## src/vpwm_pkg.sv

```systemverilog
// What this block does
// - PWM rate is 2/683 of clock
// - Quiet mode sets current through duty amplitude
// - Sample current in on phase, proportional loop
// - One measurement per fullstep while moving, one per period at standstill, bounded correction
// - Initial regulation only at standstill
// - Blank time and PWM rate bound minimum duty
// - Blank time selectable, shorter lowers floor
// - Stuck while moving, recovers at standstill
// - Mode pin change filtered for 3072 clocks
// - Keep last amplitude while other mode runs
// - Short flagged, regulator may stick low
package vpwm_pkg;
    localparam int CLK_MHZ = 250;
    // Period pair of 683 clocks gives two PWM periods
    localparam logic [8:0] PER_SHORT = 9'h155;
    localparam logic [8:0] PER_LONG = 9'h156;
    // Tristate pin detection filter
    localparam logic [11:0] MODE_FILT_CYC = 12'hc00;
    // Standstill after no step for this long
    localparam int STILL_TIME_US = 1000;
    localparam int STILL_CYC = STILL_TIME_US * CLK_MHZ;
    // Initial settling, in PWM periods
    localparam logic [7:0] SETTLE_PERIODS = 8'h80;
    // Last microstep index of a fullstep (16 microsteps per fullstep)
    localparam logic [3:0] USTEP_LAST = 4'hf;
    // Blank times in clocks, selected by the blank pin
    localparam logic [8:0] BLANK_SHORT = 9'h010;
    localparam logic [8:0] BLANK_LONG = 9'h018;
    // Regulator gain shift and correction bound
    localparam int GAIN_SHIFT = 2;
    localparam logic signed [9:0] MAX_CORR = 10'sh004;
    // Register byte offsets
    localparam logic [7:0] OFS_CTRL = 8'h00;
    localparam logic [7:0] OFS_STAT = 8'h04;
    localparam logic [7:0] OFS_IRQ_STAT = 8'h08;
    localparam logic [7:0] OFS_IRQ_MASK = 8'h0c;
    localparam logic [7:0] OFS_SAMPLE = 8'h10;
    // Reset values
    localparam logic [7:0] CTRL_RST = 8'h40;
    localparam logic [3:0] IRQ_MASK_RST = 4'h0;
    // Interrupt bit positions
    localparam int IRQ_SHORT = 0;
    localparam int IRQ_SETTLED = 1;
    localparam int IRQ_MODE = 2;
    localparam int IRQ_STUCK = 3;
    // Status bit positions
    localparam int ST_QUIET = 8;
    localparam int ST_SETTLED = 9;
    localparam int ST_STILL = 10;
    localparam int ST_FAULT = 11;
    localparam int ST_BLANK = 12;
endpackage : vpwm_pkg

```

## src/vpwm_autoscale.sv

```systemverilog
`timescale 1ns/100ps
`default_nettype none
module vpwm_autoscale
    import vpwm_pkg::*;
#(
    parameter int STILL_CYCLES = STILL_CYC
) (
    input wire logic I_SYS_CLK,
    input wire logic I_SYS_RST,
    input wire logic [7:0] i_wb_adr,
    input wire logic [31:0] i_wb_dat,
    input wire logic [3:0] i_wb_sel,
    input wire logic i_wb_we,
    input wire logic i_wb_cyc,
    input wire logic i_wb_stb,
    output logic [31:0] o_wb_dat,
    output logic o_wb_ack,
    input wire logic i_step,
    input wire logic i_driver_enable_n,
    input wire logic i_mode_pin,
    input wire logic i_blank_time_select_pin,
    input wire logic i_short_det,
    input wire logic [7:0] i_coil_cur,
    output logic o_coil_a_pwm,
    output logic o_coil_b_pwm,
    output logic o_irq
);
    // Pin synchronisers: step, enable, mode, blank, short
    logic [4:0] pin_raw;
    logic [4:0] meta_r;
    logic [4:0] sync_r;
    assign pin_raw = {i_short_det, i_blank_time_select_pin, i_mode_pin,
        i_driver_enable_n, i_step};
    genvar g;
    generate
        for (g = 0; g < 5; g++) begin : g_sync
            always_ff @(posedge I_SYS_CLK) begin
                if (I_SYS_RST) begin
                    meta_r[g] <= (g == 1);
                    sync_r[g] <= (g == 1);
                end else begin
                    meta_r[g] <= pin_raw[g];
                    sync_r[g] <= meta_r[g];
                end
            end
        end
    endgenerate

    logic step_d_r;
    logic step_edge;
    logic enabled;
    assign step_edge = sync_r[0] & ~step_d_r;
    assign enabled = ~sync_r[1];

    // PWM timebase
    logic per_start;
    logic [8:0] phase;
    pwm_period_gen u_per (
        .i_clk(I_SYS_CLK),
        .i_rst(I_SYS_RST),
        .o_start(per_start),
        .o_phase(phase)
    );

    // Filtered configuration pins
    logic mode_alt;
    logic mode_chg;
    logic blank_sel;
    cfg_pin_filter u_mode (
        .i_clk(I_SYS_CLK),
        .i_rst(I_SYS_RST),
        .i_level(sync_r[2]),
        .o_value(mode_alt),
        .o_changed(mode_chg)
    );
    cfg_pin_filter u_blank (
        .i_clk(I_SYS_CLK),
        .i_rst(I_SYS_RST),
        .i_level(sync_r[3]),
        .o_value(blank_sel),
        .o_changed()
    );

    logic [8:0] blank_time_setting;
    assign blank_time_setting = blank_sel ? BLANK_LONG : BLANK_SHORT;

    // Registers and regulator state
    logic [7:0] target_r;
    logic [3:0] irq_stat_r;
    logic [3:0] irq_mask_r;
    logic [7:0] ampl_r;
    logic [7:0] sample_r;
    logic sample_vld_r;
    logic settled_r;
    logic [7:0] settle_cnt_r;
    logic fault_r;
    logic [17:0] still_cnt_r;
    logic still_r;
    logic [3:0] ustep_r;
    logic fstep_r;
    logic quiet;
    logic [8:0] on_time;
    logic observable;
    logic reg_tick;
    logic stuck;
    assign quiet = enabled & ~mode_alt & ~fault_r;
    assign on_time = {ampl_r, 1'b0};
    // On-time shorter than blanking cannot be measured
    assign observable = on_time > blank_time_setting;

    // Step edge, fullstep and standstill tracking
    always_ff @(posedge I_SYS_CLK) begin
        if (I_SYS_RST) begin
            step_d_r <= 1'b0;
            ustep_r <= 4'h0;
            fstep_r <= 1'b0;
            still_cnt_r <= 18'h00000;
            still_r <= 1'b1;
        end else begin
            step_d_r <= sync_r[0];
            fstep_r <= step_edge && (ustep_r == USTEP_LAST);
            if (step_edge) begin
                ustep_r <= ustep_r + 4'h1;
                still_cnt_r <= 18'h00000;
                still_r <= 1'b0;
            end else if (still_cnt_r == 18'(STILL_CYCLES - 1)) begin
                still_r <= 1'b1;
            end else begin
                still_cnt_r <= still_cnt_r + 18'h00001;
            end
        end
    end

    // Current is only seen through the shunt after blanking in the on phase
    always_ff @(posedge I_SYS_CLK) begin
        if (I_SYS_RST) begin
            sample_r <= 8'h00;
            sample_vld_r <= 1'b0;
        end else if (!quiet) begin
            sample_vld_r <= 1'b0;
        end else if (observable && phase == blank_time_setting) begin
            sample_r <= i_coil_cur;
            sample_vld_r <= 1'b1;
        end else if (reg_tick) begin
            sample_vld_r <= 1'b0;
        end
    end

    // Moving: once per fullstep; standstill: once per period
    assign reg_tick = quiet && sample_vld_r && (still_r ? per_start : fstep_r);
    // Below the floor nothing can be measured while moving
    assign stuck = quiet && !observable && !still_r;

    // Bounded proportional correction
    logic signed [9:0] err;
    logic signed [9:0] corr;
    logic signed [9:0] sum;
    always_comb begin
        err = $signed({2'b00, target_r}) - $signed({2'b00, sample_r});
        corr = err >>> GAIN_SHIFT;
        if (corr > MAX_CORR) begin
            corr = MAX_CORR;
        end else if (corr < -MAX_CORR) begin
            corr = -MAX_CORR;
        end
        sum = $signed({2'b00, ampl_r}) + corr;
    end

    // Amplitude survives the other mode; a new enable starts from zero
    always_ff @(posedge I_SYS_CLK) begin
        if (I_SYS_RST || !enabled) begin
            ampl_r <= 8'h00;
        end else if (!quiet) begin
            ampl_r <= ampl_r;
        end else if (!settled_r && !still_r) begin
            ampl_r <= ampl_r;
        end else if (still_r && !observable && per_start) begin
            ampl_r <= ampl_r + 8'(MAX_CORR);
        end else if (reg_tick) begin
            if (sum < 10'sh000) begin
                ampl_r <= 8'h00;
            end else if (sum > 10'sh0ff) begin
                ampl_r <= 8'hff;
            end else begin
                ampl_r <= sum[7:0];
            end
        end
    end

    // Initial standstill settling over 128 periods
    always_ff @(posedge I_SYS_CLK) begin
        if (I_SYS_RST || !enabled) begin
            settle_cnt_r <= 8'h00;
            settled_r <= 1'b0;
        end else if (quiet && still_r && per_start && !settled_r) begin
            if (settle_cnt_r == SETTLE_PERIODS - 8'h01) begin
                settled_r <= 1'b1;
            end
            settle_cnt_r <= settle_cnt_r + 8'h01;
        end
    end

    // Short latches until the enable pin is cycled
    always_ff @(posedge I_SYS_CLK) begin
        if (I_SYS_RST || !enabled) begin
            fault_r <= 1'b0;
        end else if (sync_r[4]) begin
            fault_r <= 1'b1;
        end
    end

    // Voltage-mode duty, both coils share the amplitude
    always_ff @(posedge I_SYS_CLK) begin
        if (I_SYS_RST) begin
            o_coil_a_pwm <= 1'b0;
            o_coil_b_pwm <= 1'b0;
        end else begin
            o_coil_a_pwm <= quiet && (phase < on_time);
            o_coil_b_pwm <= quiet && (phase < on_time);
        end
    end

    // Wishbone classic slave, one wait state
    logic wb_req;
    logic wb_wr;
    assign wb_req = i_wb_cyc && i_wb_stb && !o_wb_ack;
    assign wb_wr = wb_req && i_wb_we;

    function automatic logic [31:0] rd_mux(input logic [7:0] a);
        case (a)
            OFS_CTRL: rd_mux = {24'h000000, target_r};
            OFS_STAT: rd_mux = {19'h00000, blank_sel, fault_r, still_r,
                settled_r, quiet, ampl_r};
            OFS_IRQ_STAT: rd_mux = {28'h0000000, irq_stat_r};
            OFS_IRQ_MASK: rd_mux = {28'h0000000, irq_mask_r};
            OFS_SAMPLE: rd_mux = {24'h000000, sample_r};
            default: rd_mux = 32'h00000000;
        endcase
    endfunction : rd_mux

    always_ff @(posedge I_SYS_CLK) begin
        if (I_SYS_RST) begin
            o_wb_ack <= 1'b0;
            o_wb_dat <= 32'h00000000;
        end else begin
            o_wb_ack <= wb_req;
            o_wb_dat <= wb_req ? rd_mux(i_wb_adr) : 32'h00000000;
        end
    end

    // Software writes: target current and mask
    always_ff @(posedge I_SYS_CLK) begin
        if (I_SYS_RST) begin
            target_r <= CTRL_RST;
            irq_mask_r <= IRQ_MASK_RST;
        end else if (wb_wr && i_wb_sel[0]) begin
            if (i_wb_adr == OFS_CTRL) begin
                target_r <= i_wb_dat[7:0];
            end
            if (i_wb_adr == OFS_IRQ_MASK) begin
                irq_mask_r <= i_wb_dat[3:0];
            end
        end
    end

    // Sticky events, write one to clear; a new event wins
    logic [3:0] ev;
    logic [3:0] clr;
    logic settled_d_r;
    assign ev = {stuck, mode_chg, settled_r & ~settled_d_r, sync_r[4] & ~fault_r};
    assign clr = (wb_wr && i_wb_sel[0] && i_wb_adr == OFS_IRQ_STAT) ? i_wb_dat[3:0] : 4'h0;
    always_ff @(posedge I_SYS_CLK) begin
        if (I_SYS_RST) begin
            irq_stat_r <= 4'h0;
            settled_d_r <= 1'b0;
            o_irq <= 1'b0;
        end else begin
            settled_d_r <= settled_r;
            irq_stat_r <= (irq_stat_r & ~clr) | ev;
            o_irq <= |(((irq_stat_r & ~clr) | ev) & irq_mask_r);
        end
    end

    // Checks
    property p_sample_on;
        @(posedge I_SYS_CLK) disable iff (I_SYS_RST)
        $rose(sample_vld_r) |-> $past(phase) < $past(on_time);
    endproperty
    a_sample_on: assert property (p_sample_on) else $error("sample outside on phase");

    property p_bound;
        @(posedge I_SYS_CLK) disable iff (I_SYS_RST)
        $past(enabled) && enabled && $past(ampl_r) <= 8'hf0 |->
        ampl_r <= $past(ampl_r) + 8'h04;
    endproperty
    a_bound: assert property (p_bound) else $error("correction too large");

    property p_init_still;
        @(posedge I_SYS_CLK) disable iff (I_SYS_RST)
        $past(enabled) && !settled_r && !$past(still_r) |-> $stable(ampl_r);
    endproperty
    a_init_still: assert property (p_init_still) else $error("initial regulation moving");

    property p_hold_alt;
        @(posedge I_SYS_CLK) disable iff (I_SYS_RST)
        $past(enabled) && $past(mode_alt) && enabled |-> $stable(ampl_r);
    endproperty
    a_hold_alt: assert property (p_hold_alt) else $error("amplitude lost in other mode");

    property p_floor;
        @(posedge I_SYS_CLK) disable iff (I_SYS_RST)
        $rose(sample_vld_r) |-> $past(on_time) > $past(blank_time_setting);
    endproperty
    a_floor: assert property (p_floor) else $error("sampled below duty floor");

    property p_fault;
        @(posedge I_SYS_CLK) disable iff (I_SYS_RST)
        sync_r[4] && enabled |=> fault_r ##1 !o_coil_a_pwm;
    endproperty
    a_fault: assert property (p_fault) else $error("short not latched");

    property p_quiet_pwm;
        @(posedge I_SYS_CLK) disable iff (I_SYS_RST)
        !quiet |=> !o_coil_a_pwm && !o_coil_b_pwm;
    endproperty
    a_quiet_pwm: assert property (p_quiet_pwm) else $error("drive outside quiet mode");

    property p_ack;
        @(posedge I_SYS_CLK) disable iff (I_SYS_RST)
        o_wb_ack |=> !o_wb_ack;
    endproperty
    a_ack: assert property (p_ack) else $error("ack held two cycles");
endmodule : vpwm_autoscale
`default_nettype wire

```

## src/pwm_period_gen.sv

```systemverilog
`timescale 1ns/100ps
`default_nettype none
module pwm_period_gen
    import vpwm_pkg::*;
(
    input wire logic i_clk,
    input wire logic i_rst,
    output logic o_start,
    output logic [8:0] o_phase
);
    logic long_r;
    logic [8:0] cnt_r;
    logic [8:0] last;

    assign last = long_r ? PER_LONG - 9'h001 : PER_SHORT - 9'h001;
    assign o_phase = cnt_r;
    assign o_start = (cnt_r == 9'h000);

    // Alternating lengths keep the pair exactly 683 clocks
    always_ff @(posedge i_clk) begin
        if (i_rst) begin
            cnt_r <= 9'h000;
            long_r <= 1'b0;
        end else if (cnt_r == last) begin
            cnt_r <= 9'h000;
            long_r <= ~long_r;
        end else begin
            cnt_r <= cnt_r + 9'h001;
        end
    end

    // Short period must hand over to a long one
    property p_pair;
        @(posedge i_clk) disable iff (i_rst)
        (cnt_r == PER_SHORT - 9'h001) && !long_r |=> (cnt_r == 9'h000) && long_r;
    endproperty
    a_pair: assert property (p_pair) else $error("short period length wrong");

    // Long period must hand back to a short one
    property p_pair_long;
        @(posedge i_clk) disable iff (i_rst)
        (cnt_r == PER_LONG - 9'h001) && long_r |=> (cnt_r == 9'h000) && !long_r;
    endproperty
    a_pair_long: assert property (p_pair_long) else $error("long period length wrong");
endmodule : pwm_period_gen
`default_nettype wire

```

## src/cfg_pin_filter.sv

```systemverilog
`timescale 1ns/100ps
`default_nettype none
module cfg_pin_filter
    import vpwm_pkg::*;
(
    input wire logic i_clk,
    input wire logic i_rst,
    input wire logic i_level,
    output logic o_value,
    output logic o_changed
);
    logic [11:0] cnt_r;
    logic val_r;
    logic chg_r;

    assign o_value = val_r;
    assign o_changed = chg_r;

    // New level only taken after it has held for the whole window
    always_ff @(posedge i_clk) begin
        if (i_rst) begin
            cnt_r <= 12'h000;
            val_r <= 1'b0;
            chg_r <= 1'b0;
        end else begin
            chg_r <= 1'b0;
            if (i_level == val_r) begin
                cnt_r <= 12'h000;
            end else if (cnt_r == MODE_FILT_CYC - 12'h001) begin
                val_r <= i_level;
                chg_r <= 1'b1;
                cnt_r <= 12'h000;
            end else begin
                cnt_r <= cnt_r + 12'h001;
            end
        end
    end

    property p_filt;
        @(posedge i_clk) disable iff (i_rst)
        $changed(val_r) |-> $past(cnt_r) == MODE_FILT_CYC - 12'h001;
    endproperty
    a_filt: assert property (p_filt) else $error("filter took level early");
endmodule : cfg_pin_filter
`default_nettype wire

```

## config.mk

```make
export PLATFORM = sky130hd
export DESIGN_NAME = vpwm_autoscale
export DESIGN_NICKNAME = d
export VERILOG_FILES = /design/src/vpwm_pkg.sv /design/src/vpwm_autoscale.sv /design/src/pwm_period_gen.sv /design/src/cfg_pin_filter.sv
export SDC_FILE = /design/constraint.sdc
export NUM_CORES = 1
export LEC_CHECK = 0
export ABC_AREA = 1
export BUFFER_PORTS_ARGS = -buffer_cell sky130_fd_sc_hd__buf_2
export CELL_PAD_IN_SITES_DETAIL_PLACEMENT = 1
export CELL_PAD_IN_SITES_GLOBAL_PLACEMENT = 2
export CORE_ASPECT_RATIO = 1.2
export CORE_MARGIN = 2
export CORE_UTILIZATION = 33
export CTS_CLUSTER_SIZE = 8
export DETAILED_ROUTE_END_ITERATION = 10
export GPL_TIMING_DRIVEN = 1
export PLACE_DENSITY_LB_ADDON = 0.25
export SLEW_MARGIN = 20
export SYNTH_ARGS = -nofsm -noshare
export SYNTH_HDL_FRONTEND = slang
export SYNTH_SLANG_ARGS = --single-unit
export TNS_END_PERCENT = 10
```

## constraint.sdc

```tcl
create_clock -name I_SYS_CLK -period 4.3 [get_ports I_SYS_CLK]
set_input_delay 0.645 -clock I_SYS_CLK [delete_from_list [all_inputs] [get_ports I_SYS_CLK]]
set_output_delay 0.645 -clock I_SYS_CLK [all_outputs]
set_load 0.005 [all_outputs]
```

Word level (Yosys, flattened, before mapping). Cells that the tools add are included.

Add/subtract/negate cells: 9. $lt $le $gt $ge: 6. Equal/unequal tests: 13. Mux-type cells: 16. Bitwise gates (word level): 20. Reduce and logical (&&, ||, !) cells: 43.

Operators with widths (number): $pmux 13 s5 (1); $mux 8 (4); $add 12x1->12 const B (2); $eq 12x12->1 const B (2); $mux 10 (2); $add 18x1->18 const B (1); $eq 18x18->1 const B (1); $logic_and 1x1->1 (18); $eq 8x4->1 const B (2); $reduce_and 2->1 (6); $not 1->1 (11); $add 9x10->10 (1); $gt 10x9->1 const B (1); $lt 10x1->1 const B (1); $reduce_or 2->1 (5); $add 9x1->9 const B (1); $eq 9x5->1 (1); $eq 9x9->1 (1); $gt 9x5->1 (1); $logic_not 9->1 (1); $lt 9x9->1 (1); $sub 8x8->9 (1); $add 8x1->8 const B (1); $add 8x3->8 const B (1); 21 further kinds (40).

Register bits: 151. Input port bits: 62. Output and inout bits: 36. Logic and storage cells: 143.

Depth between registers and ports, before layout.
Word-level depth: 11. Mapped depth: 32. Depth with buffers taken out: 32.

Cells and area by module. Synthesis repeated with hierarchy kept, for this count alone.

Cell total of the unflattened synthesis: 976. Area total of the unflattened synthesis: 7221.9 µm².

By module, submodules not included: vpwm_autoscale (instances 1, cells each 716, area an instance 5220.0 µm², seq. area each 1901.8 µm²); cfg_pin_filter (instances 2, cells each 89, area an instance 725.7 µm², seq. area each 280.3 µm²); pwm_period_gen (instances 1, cells each 82, area an instance 550.5 µm², seq. area each 200.2 µm²).

Worst setup path after synthesis. OpenSTA, ideal clock, no wires.

Kind: register -> register. Start: register sample_r[4]. End: register ampl_r[0]. Library setup time: 0.073 ns. Arrival time: 3.402 ns. Required time: 4.227 ns. Setup slack: 0.824 ns. Stages on the path, launching flop included: 28. Buffers on the path: 0. Period minus slack after synthesis: 3.476 ns. Path through: dfxtp_1 -> inv_1 -> ha_1 -> nand2_1 -> inv_1 -> nand3_1 -> nand3_1 -> nand2_1 -> nand2_1 -> inv_1 -> nor3_1 -> nand4_1 -> ha_1 -> nor2_1 -> inv_1 -> nor2_1 -> ha_1 -> fa_1 -> nand3_1 -> nand2_1 -> a21oi_1 -> o21bai_1 -> nand2_1 -> a21oi_1 -> nand3_2 -> nand3b_1 -> nand2_1 -> a21oi_1.

Word-level cells in the longest chain between the ends: 10. Elaborated cells on any way between the ends: 12. Classes of those cells: add/sub (2); order compare (4); mux (6).

Ends and longest elaborated chain: start, declared (RTL line vpwm_autoscale.sv:92) `logic [7:0] sample_r;`; start signal, assigned (RTL line vpwm_autoscale.sv:142) `sample_r <= i_coil_cur;`; $sub 8x8->9 * (RTL line vpwm_autoscale.sv:159) `err = $signed({2'b00, target_r}) - $signed({2'b00, sample_r});`; $lt 7x3->1 (RTL line vpwm_autoscale.sv:163) `end else if (corr < -MAX_CORR) begin`; $mux 10 (RTL line vpwm_autoscale.sv:163); $mux 10 * (RTL line vpwm_autoscale.sv:161) `if (corr > MAX_CORR) begin`; $add 9x10->10 * (RTL line vpwm_autoscale.sv:166) `sum = $signed({2'b00, ampl_r}) + corr;`; $gt 10x9->1 (RTL line vpwm_autoscale.sv:182) `end else if (sum > 10'sh0ff) begin`; $mux 8 (RTL line vpwm_autoscale.sv:182); $mux 8 * (RTL line vpwm_autoscale.sv:180) `if (sum < 10'sh000) begin`; $mux 8 * (RTL line vpwm_autoscale.sv:179) `end else if (reg_tick) begin`; $mux 8 * (RTL line vpwm_autoscale.sv:177) `end else if (still_r && !observable && per_start) begin`; end signal, assigned (RTL line vpwm_autoscale.sv:176) `ampl_r <= ampl_r;`; end signal, assigned (RTL line vpwm_autoscale.sv:178) `ampl_r <= ampl_r + 8'(MAX_CORR);`; end signal, assigned (RTL line vpwm_autoscale.sv:185) `ampl_r <= sum[7:0];`; end, declared (RTL line vpwm_autoscale.sv:91) `logic [7:0] ampl_r;`.

Every way passes the cells marked *; elsewhere a longest branch is shown, timed or not. The select of a mux whose other input is x is not followed. A chain may end at the register's enable or synchronous reset.

Worst setup path after layout.
Start: register sample_r[5]. End: register ampl_r[1].

Same word-level chain as after synthesis.

==> results.yml <==
outcome:
  status: "complete, no violations"
flow_run:
  drv_cap: 0
global_route:
  grt_util_all_layers_pct: 16.7
  grt_max_degree: 33
  grt_pass1_vias: 6062
  grt-ovfl-total: 0
  grt_pass1_wl_um: 29200
  antenna_found_initial: 0
sta:
  hold_violations: 0
  maxSlewHeadroom_pct: 39.5
  whs_ns: 0.408
  fmax_ghz: 0.258
  worst_slew_pin_slew_ns: 0.901
  slew_viol_final: 0
  final.period_utilization_pct: 90.1
  fin_crit_ns: 3.88
  skew_ns: 0.00652
  fin_setup_tns_ns: 0
  setup_viol: 0
  fin_ws_ns: 0.424
layout:
  fin_nets: 1088
  drive_gt1_share_pct: 14.6
  diodes: 0
  multi_input_area_um2: 3550
  area_delta_synth_final_pct: 16.6
  fillers: 2611
  seq_area_um2: 2640
clock_network:
  h-tree-depth: 4
  clk_path_buf_depth: 2
  cts-root-buf: "clkbuf_16"
  cts_made_buffers: 17
  cts_tree: "yes"
  clkTransAtPathRegs_ns: 0.07
  insertion_delay_ns: 0.42
  holdBufCountCts: 0
  clock_sinks: 132
power:
  power_density_nw_per_um2: 346
  cellLeakagePower_nw: 3.15
  ir_drop_v: 0.000280
critical_path:
  cp_max_fo: 8
  endpoint_kind: "register"
  path_common_cell: "nand2_1"
  max_stage_delay_ns: 0.34
  cp-startpoint: "sample_r[5]$_SDFFE_PP0P_"
  start_kind: "register"
  slowest_stage: "dfxtp_1"
  reg2reg_from: "sample_r[5]$_SDFFE_PP0P_"
  worst-setup-path-type: "reg -> reg"
  cp.required_ns: 4.65
  arrival_ns: 4.22
floorplanning:
  fp.dieW_um: 135
  coreArea_um2: 20300
  start_util_pct: 33.7
  dieArea_um2: 21800
  rows: 57
  die_y_um: 161
  ios: 98
logic_synthesis:
  synth_top_area_share_pct: 38.7
  syn-mean-instance-area_um2: 7.33
  seq_area_frac_synth_pct: 38.7
  synth.distinct_cells: 56
  async_flop_share_pct: 0
  yosysTopAreaCell: "dfxtp_1"
  synth-edff-count: 0
  synth-seq-cells: 132
  synth_area_um2: 6820
  synth_flop_cell: "dfxtp_1"
  synth_area_leaders: "dfxtp_1, nand2_1, inv_1, nor2_1, ha_1"
  syn_inst: 931
  yosys_warnings: 0
detailed_routing:
  dr.pass1.iters: 4
  wire_per_inst_um: 13.8
  drt-initial-drc-count: 164
  ant_nets: 0
  num_vias: 6021
  routed_wl_um: 17500
  vias_per_cell: 4.74
  drc_errors: 0
worst_hold_path:
  hold_class: "in -> reg"
  min_from: "i_driver_enable_n"
placement:
  hpwl_um: 13400
  io_buffers: 51
  post-place-ws_ns: 0.261
  gp_congestion: 0.759
[cell type report]
cell class	instances	share of cell area, %
inverters	153	7.26
clock inverters	15	1.72
multi-input cells	633	44.7
repair buffers	55	3.59
clock buffers	17	5.35
well taps	265	4.17
flip-flops and latches	132	33.2
[final timing paths]
path | to | slack (ns) | cells after the start
worst max-delay path | ampl_r[1]$_SDFFE_PP0P_ | 0.42 | 26
worst min-delay path | meta_r[1]$_SDFF_PP1_ | 0.41 | 2
worst max register to register | ampl_r[1]$_SDFFE_PP0P_ | 0.42 | 26
worst min register to register | sync_r[2]$_SDFF_PP0_ | 0.41 | 2
[cell usage after synthesis (7+ instances only)]
| library cell | instances |
|---|---|
| nand4_1 | 15 |
| o21ai_0 | 37 |
| nor4_1 | 8 |
| nand3_1 | 37 |
| ha_1 | 33 |
| a31oi_1 | 10 |
| a21oi_1 | 68 |
| dfxtp_1 | 132 |
| nand3b_1 | 7 |
| nor2_1 | 116 |
| nor3_1 | 33 |
| nand2_1 | 151 |
| xor2_1 | 13 |
| inv_2 | 9 |
| inv_1 | 142 |
| buf_4 | 22 |
| nand2_2 | 7 |
| nor3b_1 | 10 |
[cells in the final DEF (no fill, tap or decap), types with 3 or more instances in the layout]
| master | count |
|---|---|
| nand2_1 | 149 |
| inv_1 | 142 |
| dfxtp_1 | 132 |
| nor2_1 | 114 |
| a21oi_1 | 67 |
| buf_2 | 51 |
| nand3_1 | 37 |
| o21ai_0 | 37 |
| nor3_1 | 33 |
| ha_1 | 28 |
| conb_1 | 19 |
| clkbuf_16 | 17 |
| nand4_1 | 15 |
| xor2_1 | 13 |
| a31oi_1 | 10 |
| nor3b_1 | 10 |
| inv_2 | 9 |
| nand2_2 | 9 |
| nor4_1 | 8 |
| nand3b_1 | 7 |
| nor2_2 | 6 |
| a211oi_1 | 6 |
| o22ai_1 | 6 |
| or2_2 | 5 |
| inv_6 | 5 |
| a21oi_2 | 4 |
| a221oi_1 | 4 |
| ha_4 | 4 |
| inv_8 | 4 |
| clkinv_4 | 4 |
| buf_4 | 4 |
| nand3_2 | 3 |
| xnor2_1 | 3 |
| nor3_2 | 3 |
| nor2_4 | 3 |
[timing repair]
action,CTS,global route
endpoints found under the setup margin,0,8
setup buffers,0,2
hold endpoints to repair,0,0
gates resized for setup,0,16
[per-layer routing]
metal | track usage (%) | routed length (um) | vias to the layer above
met1 | 21.2 | 8120 | 2810
met3 | 2.89 | 452 | 18
li1 | - | - | 3128
met5 | 0 | 0 | -
met2 | 28.9 | 8740 | 65
met4 | 5.11 | 235 | 0
[critical path: cells and delay by family, from the launching register on]
family	cells	cell delay, ns
AND/OR/NAND/NOR	15	1.53
buffers and inverters	2	0.14
flip-flops	1	0.34
adder cells (fa/ha/maj)	4	1.08
AO/OA/AOI/OAI	5	0.69
[registers in the layout, summed over array words and instances, names as in the netlist, 4 cells and up]
signal,flops
irq_stat_r,4
o_wb_dat,13
still_cnt_r,18
ampl_r,8
ustep_r,4
irq_mask_r,4
sync_r,5
sample_r,8
target_r,8
u_mode.cnt_r,12
meta_r,5
u_blank.cnt_r,12
settle_cnt_r,8
u_per.o_phase,9
[per-stage QoR]
stage                     instances  util [%]  total power, mW  cell area, um2
after CTS                      1268      38.8             2.79            7850
after global routing           1270      39.3             2.86            7950
after global placement         1236      36.0             1.38            7290
final                          1270      39.3             2.75            7950
after floorplan                 949         -             1.35            6890
after detailed placement       1236      36.0             1.39            7290
[report_power, final]
group          switching, mW  leakage [nW]  total [mW]  internal, mW
clock                  0.632         0.277        1.40         0.764
combinational         0.0735          1.81       0.111        0.0374
sequential           0.00999          1.07        1.25          1.24
total                  0.715          3.15        2.75          2.04
[cells by family after synthesis]
logic type | count (synthesis) | share of synthesized area [%]
flops | 132 | 38.7
compound gates | 148 | 12.3
other cells | 1 | 0.0550
xor+xnor | 16 | 2.05
simple gates | 416 | 29.0
fa+ha+maj | 34 | 6.35
buf+inv | 184 | 11.4
No activity file was read; power rests on OpenSTA's default activity.
